**config.mk**
```make
export PLATFORM = sky130hd
export DESIGN_NAME = wake_status_and_power_sequencer
export DESIGN_NICKNAME = d
export VERILOG_FILES = /design/src/rtl/wake_status_and_power_sequencer.v
export VERILOG_INCLUDE_DIRS = /design/src /design/src/include
export SDC_FILE = /design/constraint.sdc
export NUM_CORES = 1
export LEC_CHECK = 0
export ABC_CLOCK_PERIOD_IN_PS = 3070
export BUFFER_PORTS_ARGS = -buffer_cell sky130_fd_sc_hd__buf_2
export CORE_MARGIN = 2
export CORE_UTILIZATION = 53
export CTS_CLUSTER_SIZE = 30
export DETAILED_ROUTE_END_ITERATION = 10
export MAX_ROUTING_LAYER = met4
export PLACE_DENSITY = 0.79
export RECOVER_POWER = 25
export SLEW_MARGIN = 40
export SYNTH_ARGS = -nofsm -noshare
export SYNTH_HDL_FRONTEND = slang
export SYNTH_SLANG_ARGS = --single-unit
```
**constraint.sdc**
```tcl
create_clock -name REF_CLK_I -period 3.07 [get_ports REF_CLK_I]
set_clock_uncertainty 0.2 [all_clocks]
set_input_delay 0.1535 -clock REF_CLK_I [delete_from_list [all_inputs] [get_ports REF_CLK_I]]
set_output_delay 0.1535 -clock REF_CLK_I [all_outputs]
set_load 0.005 [all_outputs]
```
**src/include/wake_seq_defines.vh**
```
// register offsets, field positions, reset values and timing constants of the wake/power sequencer
`ifndef WAKE_SEQ_DEFINES_VH
`define WAKE_SEQ_DEFINES_VH
`define SYSCTL1_IDX        8'h03
`define WAKE_STAT_IDX      8'h1F
`define WAKE_MASK_IDX      8'h27
`define SEQ_STATUS_IDX     8'h40
`define SYSCTL1_ADDR       12'h00C
`define WAKE_STAT_ADDR     12'h07C
`define WAKE_MASK_ADDR     12'h09C
`define SEQ_STATUS_ADDR    12'h100
`define CHIP_ON_BIT        15
`define KEY_DEB_BIT        3
`define KEY_POL_BIT        1
`define SYSCTL1_RESET      16'h0002
`define WAKE_MASK_RESET    7'h00
`define FLAG_OFF           6
`define FLAG_SLEEP         5
`define FLAG_CONV          4
`define FLAG_WDOG          3
`define FLAG_GPON          2
`define FLAG_KEY           1
`define FLAG_GWAKE         0
`define NUM_SLOTS          14
`define CLK_HZ             10000000
`define SLOT_US            1280
`define START_QUAL_MS      40
`define GPOFF_QUAL_MS      5
`define KEY_OFF_LONG_S     10
`define KEY_OFF_SHORT_S    5
`define WDOG_FAULT_LIMIT   7
`endif

```
**src/rtl/wake_status_and_power_sequencer.v**
```verilog
// wake status flags, fourteen-slot power-up sequencer and shutdown control with an APB slave
//
// Overview of operation
// set woke-from-off flag on rising edge of start-up out of off
// set woke-from-sleep flag on rising edge of start-up out of hibernate
// set converter fault flag when wakeup followed a converter fault reset
// set watchdog flag when wakeup followed a missed watchdog heartbeat reset
// set gpio power-on flag when that input qualified past its time
// set power key flag when the key qualified past its time
// set gpio wake flag when that input qualified past its time
// flags latch on event rising edge, clear when status is read
// mask register bits 6..0, one per flag, 1 masks, reset 0
// active command runs fourteen timeslots, each supply enabled in its slot
// advance slot after about 1.28ms once slot supplies reach 90 percent
// writing chip-on bit 15 to 0 in active or sleep shuts down
// gpio power-off input active over 5ms is a shutdown event
// key held over 10s shuts down; debounce select bit 3 gives 5s
// key polarity bit 1, default 1: 0 active high, 1 active low
// watchdog timeout after seven prior faults is a shutdown event
// programmed shutdown faults and thermal shutdown also go to off
// chip-on bit is set to 1 during start-up
// shutdown asserts resets, clears registers and chip-on, then enters off
// off state restarts on any valid start-up event
// key qualifies as start-up only after active over 40ms
// first-level wake interrupt raised when any flag is set
// masked flag still latches and reads, but gives no interrupt
`timescale 1ns/1ps
`include "wake_seq_defines.vh"
module wake_status_and_power_sequencer #(
   parameter integer CLK_HZ        = `CLK_HZ,
   parameter integer SLOT_CYCLES   = (`CLK_HZ / 1000000) * `SLOT_US,
   parameter integer START_CYCLES  = (`CLK_HZ / 1000) * `START_QUAL_MS,
   parameter integer GPOFF_CYCLES  = (`CLK_HZ / 1000) * `GPOFF_QUAL_MS,
   parameter integer KEY_LONG_CYC  = `CLK_HZ * `KEY_OFF_LONG_S,
   parameter integer KEY_SHORT_CYC = `CLK_HZ * `KEY_OFF_SHORT_S
) (
   input  wire        REF_CLK_I,
   input  wire        RST_N_I,
   input  wire        PSEL_I,
   input  wire        PENABLE_I,
   input  wire        PWRITE_I,
   input  wire [11:0] PADDR_I,
   input  wire [31:0] PWDATA_I,
   output reg  [31:0] PRDATA_O,
   output reg         PREADY_O,
   output reg         PSLVERR_O,
   input  wire        POWER_KEY_I,
   input  wire        GPIO_POWER_ON_INPUT_I,
   input  wire        GPIO_POWER_OFF_INPUT_I,
   input  wire        GPIO_WAKE_INPUT_I,
   input  wire        CONVERTER_FAULT_RESET_I,
   input  wire        WATCHDOG_RESET_I,
   input  wire        WATCHDOG_TIMEOUT_I,
   input  wire        SHUTDOWN_FAULT_I,
   input  wire        THERMAL_SHUTDOWN_I,
   input  wire        HIBERNATE_REQ_I,
   input  wire [13:0] SLOT_SUPPLY_MAP_I,
   input  wire [13:0] SUPPLY_GOOD_I,
   output reg  [13:0] SUPPLY_ENABLE_O,
   output reg         FIRST_LEVEL_WAKE_IRQ_O,
   output reg         HOST_RESET_N_O,
   output reg         MEMORY_RESET_OUT_N_O,
   output reg         CHIP_ACTIVE_O
);
   localparam [2:0] ST_OFF  = 3'h0;
   localparam [2:0] ST_SEQ  = 3'h1;
   localparam [2:0] ST_ACT  = 3'h2;
   localparam [2:0] ST_HIB  = 3'h3;
   localparam [2:0] ST_SHUT = 3'h4;

   // two-flop synchronisers for pins
   reg  [10:0] s1_q;
   reg  [10:0] s2_q;
   wire [10:0] pins = {HIBERNATE_REQ_I, THERMAL_SHUTDOWN_I, SHUTDOWN_FAULT_I, WATCHDOG_TIMEOUT_I,
                       WATCHDOG_RESET_I, CONVERTER_FAULT_RESET_I, GPIO_WAKE_INPUT_I,
                       GPIO_POWER_OFF_INPUT_I, GPIO_POWER_ON_INPUT_I, POWER_KEY_I, 1'b0};
   reg  [13:0] good1_q;
   reg  [13:0] good2_q;

   reg  [2:0]  state_q;
   reg  [3:0]  slot_q;
   reg  [31:0] slot_cnt_q;
   reg  [15:0] ctl_q;
   reg  [6:0]  flags_q;
   reg  [6:0]  mask_q;
   reg  [31:0] key_cnt_q;
   reg  [31:0] gon_cnt_q;
   reg  [31:0] gwk_cnt_q;
   reg  [31:0] goff_cnt_q;
   reg  [2:0]  fault_cnt_q;
   reg         conv_pend_q;
   reg         wdog_pend_q;
   reg         from_hib_q;
   reg         wdog_prev_q;
   reg         key_q_prev_q;
   reg         gon_q_prev_q;
   reg         gwk_q_prev_q;
   reg         started_prev_q;

   function [31:0] qual_count;
      input        active;
      input [31:0] cnt;
      begin
         if (!active)
            qual_count = 32'h0;
         else if (cnt == 32'hFFFFFFFF)
            qual_count = cnt;
         else
            qual_count = cnt + 32'h1;
      end
   endfunction

   // synchronised pin levels; logic reads only the second flop
   wire key_sync   = s2_q[1];
   wire gon_sync   = s2_q[2];
   wire goff_sync  = s2_q[3];
   wire gwk_sync   = s2_q[4];
   wire conv_sync  = s2_q[5];
   wire wrst_sync  = s2_q[6];
   wire wto_sync   = s2_q[7];
   wire fault_sync = s2_q[8];
   wire therm_sync = s2_q[9];

   // the bit of a vector that belongs to one slot
   function [13:0] slot_bit;
      input [13:0] vec;
      input [3:0]  idx;
      begin
         slot_bit = vec & (14'h0001 << idx);
      end
   endfunction

   function addr_is;
      input [11:0] addr;
      input [11:0] ref_addr;
      begin
         addr_is = (addr == ref_addr);
      end
   endfunction

   // register read mux, unmapped offsets read as zero
   function [31:0] read_word;
      input [11:0] addr;
      input [15:0] ctl;
      input [6:0]  flags;
      input [6:0]  mask;
      input [24:0] seq;
      begin
         case (addr)
            `SYSCTL1_ADDR:    read_word = {16'h0000, ctl};
            `WAKE_STAT_ADDR:  read_word = {25'h0, flags};
            `WAKE_MASK_ADDR:  read_word = {25'h0, mask};
            `SEQ_STATUS_ADDR: read_word = {7'h00, seq};
            default:          read_word = 32'h00000000;
         endcase
      end
   endfunction

   wire key_active  = key_sync ^ ctl_q[`KEY_POL_BIT];
   wire key_start   = key_cnt_q > START_CYCLES;
   wire gon_start   = gon_cnt_q > START_CYCLES;
   wire gwk_start   = gwk_cnt_q > START_CYCLES;
   wire key_off     = key_cnt_q > (ctl_q[`KEY_DEB_BIT] ? KEY_SHORT_CYC : KEY_LONG_CYC);
   wire goff_evt    = goff_cnt_q > GPOFF_CYCLES;
   wire wdog_rise   = wto_sync & ~wdog_prev_q;
   wire wdog_off    = wdog_rise & (fault_cnt_q == `WDOG_FAULT_LIMIT);

   wire access   = PSEL_I & PENABLE_I & PREADY_O;
   wire wr_en    = access & PWRITE_I;
   wire rd_en    = access & ~PWRITE_I;
   wire setup    = PSEL_I & ~PENABLE_I;
   wire hit_ctl  = addr_is(PADDR_I, `SYSCTL1_ADDR);
   wire hit_stat = addr_is(PADDR_I, `WAKE_STAT_ADDR);
   wire hit_mask = addr_is(PADDR_I, `WAKE_MASK_ADDR);
   wire hit_seq  = addr_is(PADDR_I, `SEQ_STATUS_ADDR);
   wire mapped   = hit_ctl | hit_stat | hit_mask | hit_seq;
   wire sw_off   = wr_en & hit_ctl & ~PWDATA_I[`CHIP_ON_BIT] &
                   ((state_q == ST_ACT) | (state_q == ST_HIB));
   wire shut_evt = sw_off | goff_evt | key_off | wdog_off | fault_sync | therm_sync;

   wire slot_good = (slot_bit(SLOT_SUPPLY_MAP_I, slot_q) == 14'h0000) |
                    (slot_bit(good2_q, slot_q) != 14'h0000);
   wire slot_done    = (slot_cnt_q + 32'h1) >= SLOT_CYCLES;
   wire started      = (state_q == ST_ACT);
   wire started_rise = started & ~started_prev_q;
   wire [24:0] seq_word = {fault_cnt_q, SUPPLY_ENABLE_O, slot_q, 1'b0, state_q};

   reg  [6:0] set_flags;
   always @* begin
      set_flags = 7'h00;
      set_flags[`FLAG_OFF]   = started_rise & ~from_hib_q;
      set_flags[`FLAG_SLEEP] = started_rise & from_hib_q;
      set_flags[`FLAG_CONV]  = started_rise & conv_pend_q;
      set_flags[`FLAG_WDOG]  = started_rise & wdog_pend_q;
      set_flags[`FLAG_GPON]  = gon_start & ~gon_q_prev_q;
      set_flags[`FLAG_KEY]   = key_start & ~key_q_prev_q;
      set_flags[`FLAG_GWAKE] = gwk_start & ~gwk_q_prev_q;
   end

   // qualified edges only, so a pin held through shutdown cannot restart
   wire start_evt = set_flags[`FLAG_GPON] | set_flags[`FLAG_KEY] | set_flags[`FLAG_GWAKE];

   // pin and supply-good synchronisers
   always @(posedge REF_CLK_I) begin
      if (!RST_N_I) begin
         s1_q <= 11'h000;
         s2_q <= 11'h000;
         good1_q <= 14'h0000;
         good2_q <= 14'h0000;
      end else begin
         s1_q <= pins;
         s2_q <= s1_q;
         good1_q <= SUPPLY_GOOD_I;
         good2_q <= good1_q;
      end
   end

   // qualification counters, saturating
   always @(posedge REF_CLK_I) begin
      if (!RST_N_I) begin
         key_cnt_q <= 32'h0;
         gon_cnt_q <= 32'h0;
         gwk_cnt_q <= 32'h0;
         goff_cnt_q <= 32'h0;
      end else begin
         key_cnt_q <= qual_count(key_active, key_cnt_q);
         gon_cnt_q <= qual_count(gon_sync, gon_cnt_q);
         gwk_cnt_q <= qual_count(gwk_sync, gwk_cnt_q);
         goff_cnt_q <= qual_count(goff_sync, goff_cnt_q);
      end
   end

   // previous levels for edge detection
   always @(posedge REF_CLK_I) begin
      if (!RST_N_I) begin
         wdog_prev_q <= 1'b0;
         key_q_prev_q <= 1'b0;
         gon_q_prev_q <= 1'b0;
         gwk_q_prev_q <= 1'b0;
         started_prev_q <= 1'b0;
      end else begin
         wdog_prev_q <= wto_sync;
         key_q_prev_q <= key_start;
         gon_q_prev_q <= gon_start;
         gwk_q_prev_q <= gwk_start;
         started_prev_q <= started;
      end
   end

   // wake flags and mask, both back to defaults on the way to off
   always @(posedge REF_CLK_I) begin
      if (!RST_N_I) begin
         mask_q <= `WAKE_MASK_RESET;
         flags_q <= 7'h00;
      end else if (state_q == ST_SHUT) begin
         mask_q <= `WAKE_MASK_RESET;
         flags_q <= 7'h00;
      end else begin
         if (wr_en & hit_mask)
            mask_q <= PWDATA_I[6:0];
         // only bits already reported are cleared; a new set wins
         flags_q <= (flags_q & ~(rd_en & hit_stat ? PRDATA_O[6:0] : 7'h00)) | set_flags;
      end
   end

   // reset causes and watchdog fault count
   always @(posedge REF_CLK_I) begin
      if (!RST_N_I) begin
         fault_cnt_q <= 3'h0;
         conv_pend_q <= 1'b0;
         wdog_pend_q <= 1'b0;
      end else begin
         if (wdog_rise & (fault_cnt_q != `WDOG_FAULT_LIMIT))
            fault_cnt_q <= fault_cnt_q + 3'h1;
         if (state_q == ST_ACT) begin
            conv_pend_q <= 1'b0;
            wdog_pend_q <= 1'b0;
         end else begin
            if (conv_sync)
               conv_pend_q <= 1'b1;
            if (wrst_sync)
               wdog_pend_q <= 1'b1;
         end
      end
   end

   // sequencer and control register
   always @(posedge REF_CLK_I) begin
      if (!RST_N_I) begin
         state_q <= ST_OFF;
         slot_q <= 4'h0;
         slot_cnt_q <= 32'h0;
         ctl_q <= `SYSCTL1_RESET;
         from_hib_q <= 1'b0;
         SUPPLY_ENABLE_O <= 14'h0000;
         HOST_RESET_N_O <= 1'b0;
         MEMORY_RESET_OUT_N_O <= 1'b0;
         CHIP_ACTIVE_O <= 1'b0;
      end else begin
         if (wr_en & hit_ctl & (state_q != ST_SHUT))
            ctl_q <= PWDATA_I[15:0];
         case (state_q)
            ST_OFF: begin
               if (start_evt | conv_sync | wrst_sync) begin
                  state_q <= ST_SEQ;
                  slot_q <= 4'h0;
                  slot_cnt_q <= 32'h0;
                  from_hib_q <= 1'b0;
                  ctl_q[`CHIP_ON_BIT] <= 1'b1;
               end
            end
            ST_SEQ: begin
               SUPPLY_ENABLE_O <= SUPPLY_ENABLE_O | slot_bit(SLOT_SUPPLY_MAP_I, slot_q);
               if (shut_evt) begin
                  state_q <= ST_SHUT;
               end else if (slot_done) begin
                  if (slot_good) begin
                     slot_cnt_q <= 32'h0;
                     if (slot_q == `NUM_SLOTS - 1) begin
                        state_q <= ST_ACT;
                        HOST_RESET_N_O <= 1'b1;
                        MEMORY_RESET_OUT_N_O <= 1'b1;
                        CHIP_ACTIVE_O <= 1'b1;
                     end else
                        slot_q <= slot_q + 4'h1;
                  end
               end else
                  slot_cnt_q <= slot_cnt_q + 32'h1;
            end
            ST_ACT: begin
               // hibernate entry is not modelled; only shutdown leaves active
               if (shut_evt)
                  state_q <= ST_SHUT;
            end
            ST_HIB: begin
               if (shut_evt)
                  state_q <= ST_SHUT;
               else if (start_evt) begin
                  state_q <= ST_SEQ;
                  from_hib_q <= 1'b1;
               end
            end
            // one cycle of shutdown: resets low, supplies off, defaults back
            ST_SHUT: begin
               HOST_RESET_N_O <= 1'b0;
               MEMORY_RESET_OUT_N_O <= 1'b0;
               SUPPLY_ENABLE_O <= 14'h0000;
               CHIP_ACTIVE_O <= 1'b0;
               ctl_q <= `SYSCTL1_RESET;
               state_q <= ST_OFF;
            end
            default: state_q <= ST_OFF;
         endcase
      end
   end

   // apb slave, ready in the cycle after setup
   always @(posedge REF_CLK_I) begin
      if (!RST_N_I) begin
         PRDATA_O <= 32'h0;
         PREADY_O <= 1'b0;
         PSLVERR_O <= 1'b0;
         FIRST_LEVEL_WAKE_IRQ_O <= 1'b0;
      end else begin
         FIRST_LEVEL_WAKE_IRQ_O <= |(flags_q & ~mask_q);
         PREADY_O <= setup;
         PSLVERR_O <= setup & ~mapped;
         // read data is captured at setup and stands through the access cycle
         if (setup & ~PWRITE_I)
            PRDATA_O <= read_word(PADDR_I, ctl_q, flags_q, mask_q, seq_word);
         else
            PRDATA_O <= 32'h00000000;
      end
   end
endmodule // wake_status_and_power_sequencer

```
* Word-level counts from Yosys, hierarchy flattened
Index checks and enable logic that the tools add are counted.
** Storage, ports and cells
- Memory bits (read-only) :: 0
- Memory bits (writable) :: 0
- Input bits :: 87
- Latch bits :: 0
- Memories :: 0
- Logic and storage cells :: 187
- Output and inout bits :: 52
- Flip-flop bits (word level) :: 305
** Operators by class
- Reduce and logical (&&, ||, !) cells :: 19
- Div/mod/pow operators :: 0
- Multiplexer cells :: 36
- Add/sub/neg operators :: 7
- Bitwise operators :: 58
- Shift operators :: 1
- Multiply operators :: 0
- Equality and inequality tests :: 30
- Order comparisons :: 6
** Operator list (count)
- adder 32 x 1 -> 32 bit (second input constant) :: 5
- equality test 32 bit (second input constant) :: 4
- 2-to-1 mux 32 bit :: 4
- one-hot mux 25 bit (4 select lines) :: 1
- greater-than comparator 32 x 19 -> 1 bit (second input constant) :: 3
- one-hot mux 32 bit (2 select lines) :: 1
- >= comparator 32 x 14 -> 1 bit (second input constant) :: 1
- greater-than comparator 32 x 16 -> 1 bit (second input constant) :: 1
- greater-than comparator 32 x 27 -> 1 bit :: 1
- bitwise AND 14 bit :: 2
- one-hot mux 14 bit (2 select lines) :: 1
- 2-to-1 mux 27 bit :: 1
- bitwise AND 1 bit :: 24
- 2-to-1 mux 3 bit :: 8
- inequality test 3 bit (second input constant) :: 7
- 2-to-1 mux 4 bit :: 5
- inequality test 2 bit (second input constant) :: 9
- 2-to-1 mux 16 bit :: 1
- bitwise AND 7 bit :: 2
- zero test 14 bit :: 1
- inverter 7 bit :: 2
- OR 1 bit :: 14
- OR 14 bit :: 1
- nonzero test 14 bit :: 1
- 27 further kinds :: 57

* Depth between registers and ports, before layout
- Word-level depth :: 13
- Gate-level depth with buffers :: 11
- Gate-level depth less buffers :: 10

* Least setup slack after synthesis
OpenSTA, ideal clock, no wires.
- Path kind :: flip-flop to flip-flop
- Start :: reg slot_cnt_q[0]
- End :: reg slot_cnt_q[25]
- Stages on the path, launching flop included :: 12
- Clock period less this slack :: 2993 ps
- Data required time :: 2755 ps
- Slack :: 77 ps
- Setup time :: 115 ps
- Data arrival time :: 2678 ps
- Buffers on the path :: 2
- Path through :: dfxtp_1 ha_1 nand4_2 or3_1 clkbuf_1 o31a_1 a211oi_2 nand4_2 o31a_1 o21a_4 buf_6 and2_1
** Between the ends
- Word-level cells in the longest chain between the ends :: 5
- Elaborated cells between the ends (all ways) :: 7
- Classes of those cells :: add/sub: 1; order compare: 1; eq/ne: 1; mux: 3; reduce/logical: 1
** Ends and longest elaborated chain
- start, declared :: RTL line wake_status_and_power_sequencer.v:82 : reg [31:0] slot_cnt_q;
- start signal, assigned :: RTL line wake_status_and_power_sequencer.v:328 : slot_cnt_q <= slot_cnt_q + 32'h1;
- adder 32 x 1 -> 32 bit * :: RTL line wake_status_and_power_sequencer.v:183, wake_status_and_power_sequencer.v:328
- >= comparator 32 x 14 -> 1 bit :: RTL line wake_status_and_power_sequencer.v:183 : wire slot_done = (slot_cnt_q + 32'h1) >= SLOT_CYCLES;
- 2-to-1 mux 32 bit :: RTL line wake_status_and_power_sequencer.v:316 : end else if (slot_done) begin
- 2-to-1 mux 32 bit :: RTL line wake_status_and_power_sequencer.v:314 : if (shut_evt) begin
- one-hot mux 32 bit (2 select lines) :: RTL line wake_status_and_power_sequencer.v:302 : case (state_q)
Every way passes the cells marked *; elsewhere a longest branch is shown, timed or not. The select of a mux whose other input is x is not followed.
A chain may end at the register's enable or synchronous reset.

* Worst setup path in the final report
- Start :: reg slot_cnt_q[1]
- End :: reg slot_cnt_q[11]
The elaborated chain is that of the path after synthesis.

==> results by group <==
GRT
  – GR Util All Layers: 0.260
  – Most Crowded Layer GR: met2
  – Met2 GRT Util: 0.442
  – M3 GR Usage: 0.0316
  – Vias in the first global route: roughly 12000
  – Initial antenna violation count: 0
  – Routing usage on met1: 0.317
  – Largest net degree at the start of global routing: 51
  – First-pass GRT wire length: about 56 mm
  – Total gr overflow: 0

STA
  – Worst hold slack: roughly 0.017 ns
  – Final Critical Period: roughly 3.1 ns
  – Setup TNS: 0 ns
  – Fin worst setup slack: 0.0104 ns
  – FMAX: about 330 MHz
  – Setup violations, final: 0
  – Final hold vios: 0
  – Part of the cycle the worst path needs: 0.997
  – Worst-Margin Slew: between 0.8 and 0.9 ns
  – RSZ-0062 raised after global routing: yes
  – Slew headroom: 0.423
  – Slew Limit Fails: 0

Floorplan
  – Die width: around 160 um
  – Row cnt: 57
  – Die Ht: between 150 and 200 um
  – Die Area: ~26000 um^2
  – # IOs: roughly 140
  – Initial Util: 0.544
  – Core area: about 24000 um^2

Setup path
  – Worst-path cell chain: buf_4 > and4_4 > nand4_4 > or4_1 > a22oi_2 > nand4_4 > buf_6 > nor4_4 > buf_4 > buf_4 > o211ai_1 > o21ai_1
  – CP endpoint kind: register
  – R2R Setup Slk: between 0.01 and 0.015 ns
  – Startpoint Class: register
  – Worst path max stage delay: around 0.52 ns
  – R2R Path End: slot_cnt_q[11]$_SDFFE_PN0P_
  – Worst R2R Start: slot_cnt_q[1]$_SDFFE_PN0P_
  – Number of buffers and inverters on the critical path: 4
  – Critical path's top delay family: simple AND/OR/NAND/NOR gates
  – Critical path class: register to register
  – Cell mode on critical path: buf_4
  – Slowest library cell on the worst path: or4_1
  – WP data arrival: approximately 3.3 ns
  – CP required: around 3.4 ns
  – Worst-case reg-to-reg path depth: 12
  – Worst-path fanout max: 6

Route
  – DRC: 0
  – Via Count: approximately 12000
  – First-pass DRT Iterations: 5
  – Drt total wl: 34.8 mm
  – DR vias/cell: between 5 and 6
  – DR iter-0 viols: between 1000 and 1500
  – Final antenna-violating net count: 0
  – Drt wl/cell: 16.5 um

Power and ir drop
  – Worst vdd rail ir drop: around 500 uV
  – P per Cell Area: just over 500 nW/um^2
  – P_leak: around 6.2 nW

Cells and area
  – Share of cells above drive strength 1: 0.160
  – Area Overhead vs Synth: 25.0%
  – Nets: 1868
  – Final core occ: 0.680
  – ANT cells: 0

Clock tree
  – CTS root buffer: clkbuf_16
  – Number of H-tree levels: 1
  – CTS sink count: between 200 and 300
  – CTS tree: done
  – Worst skew pair latency: 0.57 ns
  – Clock buffer depth: 3
  – CTS buffer count: 31
  – Clk pin slew, worst setup/hold paths: about 0.060 ns

Synth
  – Main combinational cell family by area after synthesis: simple AND/OR/NAND/NOR gates
  – Compound-gate portion of the synthesized area: 0.114
  – Ys Warns: 0
  – Number of flops mapped to enable cells by yosys: 0
  – Avg Synthesized Cell Area: between 8 and 9 um^2
  – Synth area leader: dfxtp_1
  – Post-Synth XOR/XNOR Area: 0.0764
  – Synth top area share: 0.447
  – Register area share after synthesis: 0.447
  – Synth area leaders: dfxtp_1 45%, nor2_1 5.9%, xor2_1 4.2%
  – Async set or reset register ratio after synthesis: 0
  – Yosys reg bits: ~300
  – Post-synthesis cell type count: 80
  – Syn Std Cell Area: around 13000 um^2
  – Area share of and/or/nand/nor cells after synthesis: 0.288
  – Ys flop type: dfxtp_1
  – Mapped Cells: between 1500 and 2000
  – Post-synthesis mux area share: 0.0107
  – Adder-cell share of the synthesized area: 0.0254

Min path
  – Hold Startpoint: PADDR_I[6]
  – Min-delay worst type: primary input to register
  – Worst Hold End: PSLVERR_O$_SDFF_PN0_
  – Hold Crit Depth: 4

Outcome
  – Status: complete, no violations

Placed design
  – DPL Wire Length: between 20 and 25 mm
  – PortBufs: 114
  – Post-place setup slack: -0.0683 ns
  – GP Congestion: roughly 0.92

Run
  – Max-cap violation count: 0
cells by family after synthesis:
group,after synthesis
xor gates and xnor gates,116
DFF,297
and+or+nand+nor,734
muxes,13
other,1
adders and majority gates,27
AOI/OAI and AO/OA,224
buffers and inverters,120
sequential cells by signal (all words and copies together), names as in the netlist, 3 cells and up:
signal,flops
gwk_cnt_q,32
s2_q,9
state_q,3
goff_cnt_q,32
key_cnt_q,32
slot_cnt_q,32
slot_q,4
fault_cnt_q,3
good2_q,14
flags_q,7
good1_q,14
gon_cnt_q,32
s1_q,9
PRDATA_O,25
mask_q,7
ctl_q,16
SUPPLY_ENABLE_O,14
timing repair:
action,in CTS,in global routing
hold buffers,65,0
cloned,1,3
setup buffers,2,8
gates resized for setup,9,48
endpoints found under the setup margin,20,40
pin swaps,4,15
hold endpoints to repair,84,0
stage by stage:
step,power (mW),instances,instance area (um^2)
after detailed placement,4.24,1966,14500
final,8.58,2102,16600
after global routing,8.82,2102,16600
after CTS,8.60,2091,16400
after global placement,4.23,1966,14400
after floorplan,4.14,1538,13300
synth_stat cells (11+ instances only):
master	instances
xor2_1	64
dfxtp_1	297
nor2_1	209
or4_1	17
o21ai_0	34
o211ai_1	11
inv_1	49
nand3_1	78
nand2_1	113
nor3_1	36
and4_1	19
a22oi_1	29
a31oi_1	14
ha_1	27
clkbuf_1	57
xnor2_1	52
nand4_1	47
a21oi_1	64
nor4_1	24
and3_1	33
or3_1	28
and2_1	80
mux2i_1	12
layer usage:
layer,vias to the layer above,routed length (um)
li1,5833,-
met1,5699,14500
met2,474,17000
met3,109,1950
met4,0,1310
met5,-,0
power by group:
part	switching, mW	total [mW]	internal [mW]	leakage (nW)
clock	1.57	4.33	2.77	0.572
combinational	0.170	0.326	0.156	3.19
sequential	0.0258	3.92	3.89	2.41
total	1.76	8.58	6.82	6.17
worst max-delay path by stage:
stage	start	endpoint	slack [ns]	cells after the start
after global routing	slot_cnt_q[1]$_SDFFE_PN0P_	state_q[1]$_SDFFE_PN0P_	-0.05	11
final	slot_cnt_q[1]$_SDFFE_PN0P_	slot_cnt_q[11]$_SDFFE_PN0P_	0.01	12
after CTS	slot_cnt_q[0]$_SDFFE_PN0P_	slot_cnt_q[1]$_SDFFE_PN0P_	0.006	9
after global placement	ctl_q[3]$_SDFFE_PP0P_	slot_cnt_q[0]$_SDFFE_PN0P_	0.01	9
after floorplan	slot_cnt_q[0]$_SDFFE_PN0P_	slot_cnt_q[25]$_SDFFE_PN0P_	0.08	11
after detailed placement	slot_cnt_q[0]$_SDFFE_PN0P_	slot_cnt_q[11]$_SDFFE_PN0P_	-0.07	9
worst reg2reg max path: stages, from the launching register on:
cell      delay (ns)
dfxtp_2         0.37
buf_4           0.15
and4_4          0.27
nand4_4         0.14
or4_1           0.52
a22oi_2         0.23
nand4_4         0.17
buf_6           0.17
nor4_4          0.22
buf_4           0.19
buf_4           0.12
o211ai_1        0.12
o21ai_1         0.12
cell usage in the layout (no fill, tap or decap), drive strengths merged, types with 50 or more instances in the layout:
| master | count |
|---|---|
| a21oi | 65 |
| and2 | 81 |
| buf | 161 |
| clkbuf | 64 |
| dfxtp | 297 |
| dlygate4sd3 | 65 |
| inv | 51 |
| nand2 | 113 |
| nand3 | 78 |
| nand4 | 50 |
| nor2 | 209 |
| xnor2 | 52 |
| xor2 | 64 |
cell type report:
class	instances	area, um^2
clock inverter	18	355
inverter	49	184
timing repair buffer	251	1740
fill	1821	7840
sequential	297	5960
tap	324	405
clock buffer	39	836
multi-input combinational	1124	7140
(Power assumes the default switching activity.)
